$ cat config.mk
export PLATFORM = sky130hd
export DESIGN_NAME = sfie_top
export DESIGN_NICKNAME = d
export VERILOG_FILES = /design/src/rtl/sfie_pkg.sv /design/src/rtl/sfie_ret_stack.sv /design/src/rtl/sfie_top.sv
export SDC_FILE = /design/constraint.sdc
export NUM_CORES = 1
export LEC_CHECK = 0
export ABC_CLOCK_PERIOD_IN_PS = 2800
export BUFFER_PORTS_ARGS = -buffer_cell sky130_fd_sc_hd__buf_2
export CAP_MARGIN = 20
export CORE_AREA = 2 2 99 101
export DETAILED_ROUTE_END_ITERATION = 8
export DIE_AREA = 0 0 101 103
export PLACE_DENSITY = 0.79
export RECOVER_POWER = 25
export SYNTH_ARGS = -nofsm -noshare
export SYNTH_HDL_FRONTEND = slang
export SYNTH_HIERARCHICAL = 1
export SYNTH_SLANG_ARGS = --single-unit
export TNS_END_PERCENT = 1
$ cat constraint.sdc
create_clock -name MCLK_I -period 2.8 [get_ports MCLK_I]
set_input_delay 0.14 -clock MCLK_I [delete_from_list [all_inputs] [get_ports MCLK_I]]
set_output_delay 0.14 -clock MCLK_I [all_outputs]
set_load 0.01 [all_outputs]
$ cat src/rtl/sfie_pkg.sv
// package: constants and types of the status flags and interrupt entry block
// Overview of operation
// - ALU flag update wins over a status write to zero, nibble-carry, carry.
// - watchdog expired flag clears on power-on, low voltage, watchdog clear, sleep.
// - watchdog expired flag sets when the watchdog timer runs out.
// - sleep entered flag clears on power-on, low voltage, watchdog clear.
// - sleep entered flag sets when the sleep op executes.
// - zero flag follows whether the affecting result is all zero.
// - additions set nibble carry on carry out of low four bits.
// - subtractions write nibble carry as inverted low nibble borrow.
// - carry is msb carry out on add, inverted msb borrow on subtract.
// - four interrupt sources share one level and one vector.
// - each source has an enable; events set pending regardless of enable.
// - no hardware priority among sources; firmware decides order.
// - enabled pending requests service, accepted only at instruction end.
// - acceptance injects a call to address 001 and sets in-service latch.
// - in-service latch clears in the instruction after return from irq.
// - requests are level sensitive; the handler clears its pending flag.
// - irq entry pushes the return address on the ten bit five deep stack.
// - return from irq reloads pc from stack top and pops it.
package sfie_pkg;

    localparam int SFIE_DATA_W = 8;
    localparam int SFIE_ADDR_W = 8;
    localparam int SFIE_PC_W = 10;
    localparam int SFIE_NUM_IRQ = 4;
    localparam int SFIE_STACK_DEPTH = 5;

    // register offsets on the file port
    localparam logic [7:0] SFIE_ADDR_STATUS = 8'h00;
    localparam logic [7:0] SFIE_ADDR_IRQ_PEND = 8'h01;
    localparam logic [7:0] SFIE_ADDR_IRQ_EN = 8'h02;

    // status field positions
    localparam int SFIE_BIT_WDT_EXP = 4;
    localparam int SFIE_BIT_SLEEP = 3;
    localparam int SFIE_BIT_ZERO = 2;
    localparam int SFIE_BIT_NIB_CARRY = 1;
    localparam int SFIE_BIT_CARRY = 0;

    localparam logic [7:0] SFIE_STATUS_RST = 8'h00;
    localparam logic [3:0] SFIE_IRQ_RST = 4'h0;
    localparam logic [9:0] SFIE_IRQ_VECTOR = 10'h001;
    localparam logic [9:0] SFIE_PC_RST = 10'h000;

    typedef enum logic [1:0] {
        SFIE_ALU_NONE,
        SFIE_ALU_LOGIC,
        SFIE_ALU_ADD,
        SFIE_ALU_SUB
    } sfie_alu_e;

    typedef struct packed {
        sfie_alu_e kind;
        logic [7:0] opa;
        logic [7:0] opb;
        logic [7:0] logic_res;
    } sfie_alu_s;

endpackage : sfie_pkg

$ cat src/rtl/sfie_ret_stack.sv
// return address stack: flip-flop storage, wraps when over-pushed
`timescale 1ns/1ps
`default_nettype none
module sfie_ret_stack
    import sfie_pkg::*;
#(
    parameter int DEPTH = SFIE_STACK_DEPTH,
    parameter int WIDTH = SFIE_PC_W
)
(
    // clock and reset
    input wire logic clk_i,
    input wire logic rst_n_i,
    // stack operations
    input wire logic push_i,
    input wire logic pop_i,
    input wire logic [WIDTH-1:0] push_data_i,
    output logic [WIDTH-1:0] top_o
);

    localparam int PTR_W = $clog2(DEPTH);
    localparam logic [PTR_W-1:0] PTR_MAX = PTR_W'(DEPTH - 1);
    localparam logic [PTR_W-1:0] PTR_ZERO = '0;
    localparam logic [PTR_W-1:0] PTR_ONE = PTR_W'(1);

    logic [WIDTH-1:0] entry_ff [DEPTH];
    logic [PTR_W-1:0] ptr_ff;
    logic [PTR_W-1:0] top_idx;

    // overflow silently overwrites the oldest entry, like a call chain too deep
    assign top_idx = (ptr_ff == PTR_ZERO) ? PTR_MAX : ptr_ff - PTR_ONE;
    assign top_o = entry_ff[top_idx];

    always_ff @(posedge clk_i or negedge rst_n_i)
    begin
        if (!rst_n_i)
        begin
            ptr_ff <= PTR_ZERO;
        end
        else if (push_i)
        begin
            ptr_ff <= (ptr_ff == PTR_MAX) ? PTR_ZERO : ptr_ff + PTR_ONE;
        end
        else if (pop_i)
        begin
            ptr_ff <= top_idx;
        end
    end

    for (genvar i = 0; i < DEPTH; i++)
    begin : g_entry
        always_ff @(posedge clk_i or negedge rst_n_i)
        begin
            if (!rst_n_i)
            begin
                entry_ff[i] <= '0;
            end
            else if (push_i && (ptr_ff == PTR_W'(i)))
            begin
                entry_ff[i] <= push_data_i;
            end
        end
    end

endmodule : sfie_ret_stack
`default_nettype wire

$ cat src/rtl/sfie_top.sv
// status flags register and single-vector interrupt entry
`timescale 1ns/1ps
`default_nettype none
module sfie_top
    import sfie_pkg::*;
#(
    parameter int NUM_IRQ = SFIE_NUM_IRQ,
    parameter int STACK_DEPTH = SFIE_STACK_DEPTH
)
(
    // clock and reset
    input wire logic MCLK_I,
    input wire logic RESETN_I,
    // pin or watchdog reset, synchronous pulse
    input wire logic SOFT_RST_I,

    // file register port
    input wire logic [7:0] REG_ADDR_I,
    input wire logic [7:0] REG_WDATA_I,
    input wire logic REG_WR_I,
    input wire logic REG_RD_I,
    output logic [7:0] REG_RDATA_O,

    // alu operation of the current instruction
    input wire sfie_alu_s ALU_I,

    // instruction pipeline events
    input wire logic INSTR_END_I,
    input wire logic OP_CALL_I,
    input wire logic OP_RET_I,
    input wire logic OP_RETURN_FROM_IRQ_OP_I,
    input wire logic OP_SLEEP_I,
    input wire logic OP_WDT_CLEAR_I,
    input wire logic WDT_EXPIRE_I,
    input wire logic [9:0] PC_NEXT_I,

    // interrupt sources
    input wire logic [NUM_IRQ-1:0] IRQ_EVENT_I,

    // to the core
    output logic [7:0] FLAGS_O,
    output logic IRQ_REQ_O,
    output logic IN_SERVICE_O,
    output logic IRQ_TAKE_O,
    output logic PC_LOAD_O,
    output logic [9:0] PC_LOAD_ADDR_O
);

    ////////////////////////////////////////////////////////////////////////
    // declarations

    logic wdt_exp_ff;
    logic sleep_ff;
    logic zero_ff;
    logic nib_carry_ff;
    logic carry_ff;

    logic [NUM_IRQ-1:0] irq_pend_ff;
    logic [NUM_IRQ-1:0] irq_en_ff;
    logic in_service_ff;
    logic return_from_irq_op_seen_ff;

    logic [7:0] rdata_ff;
    logic [7:0] flags_ff;
    logic irq_req_ff;
    logic irq_take_ff;
    logic pc_load_ff;
    logic [9:0] pc_load_addr_ff;

    logic [7:0] status_view;
    logic wr_status;
    logic wr_pend;
    logic wr_en;

    logic [8:0] add_full;
    logic [4:0] add_low;
    logic [8:0] sub_full;
    logic [4:0] sub_low;
    logic [7:0] alu_res;
    logic alu_hits_zero;
    logic alu_hits_carry;

    logic nxt_zero;
    logic nxt_nib_carry;
    logic nxt_carry;

    logic irq_active;
    logic latch_release;
    logic branch_now;
    logic irq_accept;
    logic stack_push;
    logic stack_pop;
    logic [9:0] stack_top;

    ////////////////////////////////////////////////////////////////////////
    // register port decode

    assign wr_status = REG_WR_I && (REG_ADDR_I == SFIE_ADDR_STATUS);
    assign wr_pend = REG_WR_I && (REG_ADDR_I == SFIE_ADDR_IRQ_PEND);
    assign wr_en = REG_WR_I && (REG_ADDR_I == SFIE_ADDR_IRQ_EN);

    assign status_view = {3'h0, wdt_exp_ff, sleep_ff, zero_ff, nib_carry_ff, carry_ff};

    always_ff @(posedge MCLK_I or negedge RESETN_I)
    begin
        if (!RESETN_I)
        begin
            rdata_ff <= 8'h00;
        end
        else if (REG_RD_I)
        begin
            case (REG_ADDR_I)
                SFIE_ADDR_STATUS: rdata_ff <= status_view;
                SFIE_ADDR_IRQ_PEND: rdata_ff <= 8'(irq_pend_ff);
                SFIE_ADDR_IRQ_EN: rdata_ff <= 8'(irq_en_ff);
                default: rdata_ff <= 8'h00;
            endcase
        end
        else
        begin
            // data stand only in the cycle after the read strobe
            rdata_ff <= 8'h00;
        end
    end

    ////////////////////////////////////////////////////////////////////////
    // alu flag computation

    assign add_full = {1'b0, ALU_I.opa} + {1'b0, ALU_I.opb};
    assign add_low = {1'b0, ALU_I.opa[3:0]} + {1'b0, ALU_I.opb[3:0]};
    assign sub_full = {1'b0, ALU_I.opa} - {1'b0, ALU_I.opb};
    assign sub_low = {1'b0, ALU_I.opa[3:0]} - {1'b0, ALU_I.opb[3:0]};

    always_comb
    begin
        case (ALU_I.kind)
            SFIE_ALU_ADD: alu_res = add_full[7:0];
            SFIE_ALU_SUB: alu_res = sub_full[7:0];
            default: alu_res = ALU_I.logic_res;
        endcase
    end

    assign alu_hits_zero = (ALU_I.kind != SFIE_ALU_NONE);
    assign alu_hits_carry = (ALU_I.kind == SFIE_ALU_ADD) || (ALU_I.kind == SFIE_ALU_SUB);

    always_comb
    begin
        nxt_zero = zero_ff;
        nxt_nib_carry = nib_carry_ff;
        nxt_carry = carry_ff;
        if (wr_status && !alu_hits_zero)
        begin
            nxt_zero = REG_WDATA_I[SFIE_BIT_ZERO];
            nxt_nib_carry = REG_WDATA_I[SFIE_BIT_NIB_CARRY];
            nxt_carry = REG_WDATA_I[SFIE_BIT_CARRY];
        end
        if (alu_hits_zero)
        begin
            nxt_zero = (alu_res == 8'h00);
        end
        case (ALU_I.kind)
            SFIE_ALU_ADD:
            begin
                nxt_nib_carry = add_low[4];
                nxt_carry = add_full[8];
            end
            SFIE_ALU_SUB:
            begin
                nxt_nib_carry = ~sub_low[4];
                nxt_carry = ~sub_full[8];
            end
            default:
            begin
                // logic ops leave both carries alone
                nxt_nib_carry = nxt_nib_carry;
            end
        endcase
    end

    ////////////////////////////////////////////////////////////////////////
    // arithmetic flags

    always_ff @(posedge MCLK_I or negedge RESETN_I)
    begin
        if (!RESETN_I)
        begin
            zero_ff <= SFIE_STATUS_RST[SFIE_BIT_ZERO];
            nib_carry_ff <= SFIE_STATUS_RST[SFIE_BIT_NIB_CARRY];
            carry_ff <= SFIE_STATUS_RST[SFIE_BIT_CARRY];
        end
        else if (SOFT_RST_I)
        begin
            zero_ff <= SFIE_STATUS_RST[SFIE_BIT_ZERO];
            nib_carry_ff <= SFIE_STATUS_RST[SFIE_BIT_NIB_CARRY];
            carry_ff <= SFIE_STATUS_RST[SFIE_BIT_CARRY];
        end
        else
        begin
            zero_ff <= nxt_zero;
            nib_carry_ff <= nxt_nib_carry;
            carry_ff <= nxt_carry;
        end
    end

    ////////////////////////////////////////////////////////////////////////
    // reset cause flags, read only, untouched by pin or watchdog reset

    always_ff @(posedge MCLK_I or negedge RESETN_I)
    begin
        if (!RESETN_I)
        begin
            wdt_exp_ff <= SFIE_STATUS_RST[SFIE_BIT_WDT_EXP];
        end
        else if (WDT_EXPIRE_I)
        begin
            wdt_exp_ff <= 1'b1;
        end
        else if (OP_WDT_CLEAR_I || OP_SLEEP_I)
        begin
            wdt_exp_ff <= 1'b0;
        end
    end

    always_ff @(posedge MCLK_I or negedge RESETN_I)
    begin
        if (!RESETN_I)
        begin
            sleep_ff <= SFIE_STATUS_RST[SFIE_BIT_SLEEP];
        end
        else if (OP_SLEEP_I)
        begin
            sleep_ff <= 1'b1;
        end
        else if (OP_WDT_CLEAR_I)
        begin
            sleep_ff <= 1'b0;
        end
    end

    ////////////////////////////////////////////////////////////////////////
    // interrupt pending and enable, one slice per source

    for (genvar i = 0; i < NUM_IRQ; i++)
    begin : g_src
        always_ff @(posedge MCLK_I or negedge RESETN_I)
        begin
            if (!RESETN_I)
            begin
                irq_pend_ff[i] <= SFIE_IRQ_RST[i];
            end
            else if (IRQ_EVENT_I[i])
            begin
                irq_pend_ff[i] <= 1'b1;
            end
            else if (SOFT_RST_I)
            begin
                irq_pend_ff[i] <= SFIE_IRQ_RST[i];
            end
            else if (wr_pend && REG_WDATA_I[i])
            begin
                irq_pend_ff[i] <= 1'b0;
            end
        end

        always_ff @(posedge MCLK_I or negedge RESETN_I)
        begin
            if (!RESETN_I)
            begin
                irq_en_ff[i] <= SFIE_IRQ_RST[i];
            end
            else if (SOFT_RST_I)
            begin
                irq_en_ff[i] <= SFIE_IRQ_RST[i];
            end
            else if (wr_en)
            begin
                irq_en_ff[i] <= REG_WDATA_I[i];
            end
        end
    end

    ////////////////////////////////////////////////////////////////////////
    // interrupt entry

    assign irq_active = |(irq_pend_ff & irq_en_ff);

    assign latch_release = INSTR_END_I && return_from_irq_op_seen_ff && !OP_RETURN_FROM_IRQ_OP_I;

    // an instruction that moves the stack itself cannot share its end with an entry
    assign branch_now = OP_CALL_I || OP_RET_I || OP_RETURN_FROM_IRQ_OP_I;

    assign irq_accept = INSTR_END_I && irq_active && !branch_now
                        && !SOFT_RST_I && (!in_service_ff || latch_release);

    always_ff @(posedge MCLK_I or negedge RESETN_I)
    begin
        if (!RESETN_I)
        begin
            return_from_irq_op_seen_ff <= 1'b0;
        end
        else if (SOFT_RST_I)
        begin
            return_from_irq_op_seen_ff <= 1'b0;
        end
        else if (OP_RETURN_FROM_IRQ_OP_I)
        begin
            return_from_irq_op_seen_ff <= 1'b1;
        end
        else if (INSTR_END_I)
        begin
            return_from_irq_op_seen_ff <= 1'b0;
        end
    end

    always_ff @(posedge MCLK_I or negedge RESETN_I)
    begin
        if (!RESETN_I)
        begin
            in_service_ff <= 1'b0;
        end
        else if (SOFT_RST_I)
        begin
            in_service_ff <= 1'b0;
        end
        else if (irq_accept)
        begin
            in_service_ff <= 1'b1;
        end
        else if (latch_release)
        begin
            in_service_ff <= 1'b0;
        end
    end

    ////////////////////////////////////////////////////////////////////////
    // return stack

    assign stack_push = irq_accept || (OP_CALL_I && !SOFT_RST_I);
    assign stack_pop = (OP_RET_I || OP_RETURN_FROM_IRQ_OP_I) && !SOFT_RST_I;

    sfie_ret_stack #(
        .DEPTH(STACK_DEPTH),
        .WIDTH(SFIE_PC_W)
    ) u_stack (
        .clk_i(MCLK_I),
        .rst_n_i(RESETN_I),
        .push_i(stack_push),
        .pop_i(stack_pop),
        .push_data_i(PC_NEXT_I),
        .top_o(stack_top)
    );

    ////////////////////////////////////////////////////////////////////////
    // pc load and injected call

    always_ff @(posedge MCLK_I or negedge RESETN_I)
    begin
        if (!RESETN_I)
        begin
            pc_load_ff <= 1'b0;
            pc_load_addr_ff <= SFIE_PC_RST;
            irq_take_ff <= 1'b0;
        end
        else if (irq_accept)
        begin
            pc_load_ff <= 1'b1;
            pc_load_addr_ff <= SFIE_IRQ_VECTOR;
            irq_take_ff <= 1'b1;
        end
        else if (stack_pop)
        begin
            pc_load_ff <= 1'b1;
            pc_load_addr_ff <= stack_top;
            irq_take_ff <= 1'b0;
        end
        else
        begin
            pc_load_ff <= 1'b0;
            irq_take_ff <= 1'b0;
        end
    end

    ////////////////////////////////////////////////////////////////////////
    // registered views for the core

    always_ff @(posedge MCLK_I or negedge RESETN_I)
    begin
        if (!RESETN_I)
        begin
            flags_ff <= SFIE_STATUS_RST;
            irq_req_ff <= 1'b0;
        end
        else
        begin
            // one cycle behind the flags themselves
            flags_ff <= status_view;
            irq_req_ff <= irq_active && !in_service_ff;
        end
    end

    assign REG_RDATA_O = rdata_ff;
    assign FLAGS_O = flags_ff;
    assign IRQ_REQ_O = irq_req_ff;
    assign IN_SERVICE_O = in_service_ff;
    assign IRQ_TAKE_O = irq_take_ff;
    assign PC_LOAD_O = pc_load_ff;
    assign PC_LOAD_ADDR_O = pc_load_addr_ff;

endmodule : sfie_top
`default_nettype wire

# == Yosys cells after proc, flatten, opt, wreduce, memory -nomap -nowiden ==
# Cells that the tools add are included.
# word_totals
elab_cells,151
input_bits,68
reg_bits,94
output_inout_bits,30
# op_classes
eq_ne,8
mux,54
n_addsub,6
bitwise_logic,4
n_reduce_logical,51
n_lt_le_gt_ge,1
# op_table
op,count
$mux W1,40
$mux W10,4
$bmux W10 S3,1
$logic_and A1 B1 Y1,22
$reduce_bool A3 Y1,7
$logic_not A8 Y1,2
$pmux W8 S2,1
$pmux W5 S3,1
$mux W3,4
$reduce_bool A2 Y1,6
$add A8 B8 Y9,1
$sub A8 B8 Y9,1
$eq A8 B1 Y1 const B,1
$eq A8 B2 Y1 const B,1
$eq A3 B2 Y1 const B,2
$logic_or A1 B1 Y1,6
$add A4 B4 Y5,1
$logic_not A1 Y1,5
$mux W5,1
$sub A4 B4 Y5,1
$and A4 B4 Y4,1
$eq A2 B2 Y1 const B,2
$ge A4 B4 Y1 const B,1
$not A3 Y4,1
9 further kinds,11

# == Depth between registers and ports, before layout ==
# depth
depth_word,8
mapped_depth,11
mapped_depth_nobuf,9

# == Cells and area by module ==
# Netlist, hierarchy kept.
# by_module_without_submodules
module,seq_area_each_um2,n_inst,cells_each,area_each_um2
sfie_ret_stack,1326.3,1,199,2685.1
sfie_top,950.9,1,268,2442.3

# == Worst setup path after synthesis ==
# OpenSTA, ideal clock, no wires.
# synth_timing
path_type,reg-to-reg
start,register irq_pend_ff[2]
end,register u_stack/entry_ff[30] (netlist name)
t_arrival_ns,2.106
setup_time_ns,0.128
path_buffers,0
path_stages_with_launch,9
required_time_ns,2.672
setup_slack_ns,0.567
period_less_slack_ns,2.233
cell_sequence,dfrtp_1 -> a22o_1 -> a221oi_1 -> or4b_1 -> a211oi_1 -> a21o_1 -> nor2b_4 -> nand2_2 -> mux2_1
# synth_via
elab_chain_len,8
# synth_rtl
element,line_no,source
"start, declared",sfie_top.sv:58,logic [NUM_IRQ-1:0] irq_pend_ff;
"start signal, assigned by index",sfie_top.sv:249,irq_pend_ff[i] <= SFIE_IRQ_RST[i];
"start signal, assigned by index",sfie_top.sv:257,irq_pend_ff[i] <= SFIE_IRQ_RST[i];
$and A4 B4 Y4,sfie_top.sv:285,assign irq_active = |(irq_pend_ff & irq_en_ff);
$reduce_or A4 Y1,sfie_top.sv:285,
$logic_and A1 B1 Y1 (2 in series),sfie_top.sv:292,assign irq_accept = INSTR_END_I && irq_active && !branch_now
$logic_and A1 B1 Y1 (2 in series),sfie_top.sv:293,&& !SOFT_RST_I && (!in_service_ff || latch_release);
$logic_or A1 B1 Y1,sfie_top.sv:338,assign stack_push = irq_accept || (OP_CALL_I && !SOFT_RST_I);
named net stack_push,sfie_top.sv:91,logic stack_push;
$logic_and A1 B1 Y1,sfie_ret_stack.sv:58,else if (push_i && (ptr_ff == PTR_W'(i)))
"end signal, assigned by index",sfie_ret_stack.sv:60,entry_ff[i] <= push_data_i;
"end, declared",sfie_ret_stack.sv:26,logic [WIDTH-1:0] entry_ff [DEPTH];
# The timed path passes the listed nets, and every way through them passes these cells.
# A chain may end at the register's enable or synchronous reset.

# == Worst setup path after layout ==
# layout_timing
start,register irq_pend_ff[0]
end,register u_stack/entry_ff[23] (netlist name)
# Same word-level chain as after synthesis.

==> reports/qor.yml <==
route:
  firstDrtPassIters: 4
  drcViolationCount: 0
  viasPerCell: 5.69
  drt_iter0_drc: 213
  route.detailed.wl_per_inst_um: 16.5
  ant_nets: 0
  drt_wl_total_um: 11100
  route.vias.total: 3848
power:
  max-vdd-ir-drop_v: 0.000349
  leakage_nw: 2.88
  power_density_nw_per_um2: 841
critical_path:
  cp.required_ps: 3030
  start_kind: "register"
  crit_buf_inv: 0
  critical_path_arrival_ps: 2740
  slowest_stage: "or4b_1"
  crit_chain: "a22o_1 > a221oi_1 > or4b_1 > a211oi_1 > a21o_1 > nor2b_4 > nand2_2 > mux2_2"
  critPathMaxStageDelay_ps: 500
  setup.worst_path.end_class: "register"
  crit_fanout: 10
  cp_top_family: "simple AND/OR/NAND/NOR gates"
  crit_type: "register to register"
hold_path:
  hp-class: "input pin to register"
synth:
  avgSynthCellArea_um2: 11.0
  synth-seq-cells: 91
  synth_cell_types: 64
  synth-main-ff-cell: "dfrtp_1"
  ys_seq_area_share_pct: 44.4
  synth_area_leader_cell: "dfrtp_1"
  async_reset_ff_share_pct: 100
  synth_area_leaders: "dfrtp_1 (44%), mux2_2 (11%), mux2i_1 (6.1%), ha_1 (5.6%), a21oi_1 (2.9%)"
  synth_top_area_share_pct: 44.4
  syn-cell-area_um2: 5130
  ys_warn_count: 6
  syn-instance-count: 467
  synth_edf_count: 0
timing:
  rsz0062_at_grt: "no"
  fmax_mhz: 398
  slew_headroom_pct: 27.1
  hold_viol: 0
  min_period_ps: 2520
  clock_skew_ps: 7.59
  setup_tns_ps: 0
  slew_violations: 0
  min_period_over_period_pct: 89.8
  fin_hold_ws_ps: 40.9
  final-setup-viol-count: 0
  fin_ws_ps: 284
  worstMarginPinSlew_ps: 1090
die:
  rows: 36
  fp.dieH_um: 103
  initial_core_util_pct: 54.2
  die_w_um: 101
  core_um2: 9460
  ioPinCount: 98
  dieArea_um2: 10400
cts:
  cts_resized: 0
  hold_buffers: 6
  clock_latency_ps: 350
  htreeDepth: 3
  post_cts_buffers: 0
  cts_buffer_depth: 2
  cts.sinks: 91
  clkTransAtPathRegs_ps: 80
  cts_tree: "done"
  root_buffer: "clkbuf_8"
  cts_buffers: 9
finish:
  syn_to_final_growth_pct: 15.0
  diodes: 0
  fin_area_um2: 5900
  layout-drive-gt1-share_pct: 32.0
  nNetsFinal: 651
place:
  placed_cell_area_um2: 5610
  portBuffers: 87
  routabilityCongestion: 0.877
  hpwl_um: 7840
  pre_cts_slack_ps: 331
grt:
  grt_pass1_vias: 3708
  grtUsageTotal_pct: 21.7
  grt_antenna_before_repair: 0
  grt_pass1_wl_um: 17600
  gr-total-overflow: 0
  grt_max_degree: 92
flow_run:
  maxCapViolCount: 0
outcome:
  outcome: "completed"
==> worst paths after layout <==
check | startpoint | to | slack (ps) | cells after the start
min reg2reg | zero_ff | FLAGS_O[2] | 430 | 0
min in group asynchronous | RESETN_I | u_stack/entry_ff[31] | 540 | 2
min | OP_RETURN_FROM_IRQ_OP_I | return_from_irq_op_seen_ff | 40 | 3
max reg2reg | irq_pend_ff[0] | u_stack/entry_ff[23] | 280 | 8
max | irq_pend_ff[0] | u_stack/entry_ff[23] | 280 | 8
max in group asynchronous | RESETN_I | REG_RDATA_O[2] | 1480 | 3
==> state kept, by name (all words and copies together) (netlist names) <==
| name | cells |
|---|---|
| wdt_exp_ff | 1 |
| carry_ff | 1 |
| IRQ_TAKE_O | 1 |
| IN_SERVICE_O | 1 |
| REG_RDATA_O | 5 |
| PC_LOAD_ADDR_O | 10 |
| return_from_irq_op_seen_ff | 1 |
| IRQ_REQ_O | 1 |
| zero_ff | 1 |
| nib_carry_ff | 1 |
| irq_en_ff | 4 |
| PC_LOAD_O | 1 |
| u_stack/entry_ff | 50 |
| FLAGS_O | 5 |
| u_stack/ptr_ff | 3 |
| sleep_ff | 1 |
| irq_pend_ff | 4 |
==> layout by cell type, fill, tap and decap left out, types with 3 or more instances in the layout <==
master         count
nand2_2            4
xor2_1             3
dfrtp_1           91
a211oi_1           5
o21ai_0           10
nand3b_1           3
nor2b_1            3
mux2i_1           31
mux2_2            49
nor2_1            34
xnor2_1            4
a32o_1             9
ha_1              23
mux2_1             3
nand3_1            5
a31o_2             6
nand2b_1           5
o21bai_1           3
buf_2             85
a21oi_1           30
dlygate4sd3_1      7
nor3_1             3
a2bb2oi_1         10
clkbuf_8          11
clkbuf_1           3
a21o_1             4
buf_4              7
nand2_1           39
conb_1             6
inv_1             22
==> cells by family after synthesis <==
logic type,after synthesis,synth area share [%]
adder cells (fa/ha/maj),25,6.39
flip-flops,91,44.4
multiplexers,83,17.5
XOR/XNOR,7,1.20
AND/OR/NAND/NOR,113,10.8
other,1,0.0731
buffers and inverters,49,4.93
AO/OA/AOI/OAI,98,14.8
==> worst min-delay path: stages <==
cell,delay [ps]
buf_2,100
a21oi_1,40
nor2_1,70
==> metal layers <==
layer,vias up,part of all wire [%],GRT usage (%)
li1,1845,-,-
met1,1888,43,27.2
met2,100,50,37.0
met3,15,4.6,4.41
met4,0,2.3,8.94
met5,-,0,0
==> per-stage QoR <==
stage / std cells / util, % / power (mW)
after global routing: 676 / 62.3 / 5.26
after detailed placement: 653 / 59.3 / 4.07
final: 676 / 62.3 / 4.96
after global placement: 653 / 59.3 / 3.95
after floorplan: 472 / - / 3.53
after CTS: 674 / 62.0 / 4.96
==> layout make-up <==
type / count / area [um^2]
well taps: 114 / 143
flip-flops and latches: 91 / 2280
repair buffers: 102 / 584
fillers: 766 / 3560
inverters: 22 / 82.6
multi-input cells: 332 / 2620
clock buffers: 13 / 159
clock inverters: 2 / 35.0
==> synthesized netlist by cell type (all sizes together) (3+ instances only) <==
| master | n |
|---|---|
| o211ai | 3 |
| nand3b | 3 |
| xor2 | 3 |
| nor2 | 35 |
| a21o | 4 |
| nand2 | 43 |
| a211oi | 6 |
| nand2b | 5 |
| buf | 20 |
| nor3 | 3 |
| xnor2 | 4 |
| mux2 | 52 |
| nor2b | 4 |
| a21oi | 30 |
| o21bai | 3 |
| a2bb2oi | 10 |
| clkbuf | 7 |
| nand3 | 5 |
| a32o | 10 |
| mux2i | 31 |
| inv | 22 |
| ha | 23 |
| o21ai | 11 |
| dfrtp | 91 |
| a31o | 6 |
==> report_power, final <==
group	internal, mW	leakage, nW	switching (mW)	total (mW)
clock	0.457	0.0995	0.420	0.876
sequential	1.74	1.15	0.269	2.01
combinational	1.01	1.64	1.07	2.07
total	3.20	2.88	1.75	4.96
No activity file was read; power rests on OpenSTA's default activity.
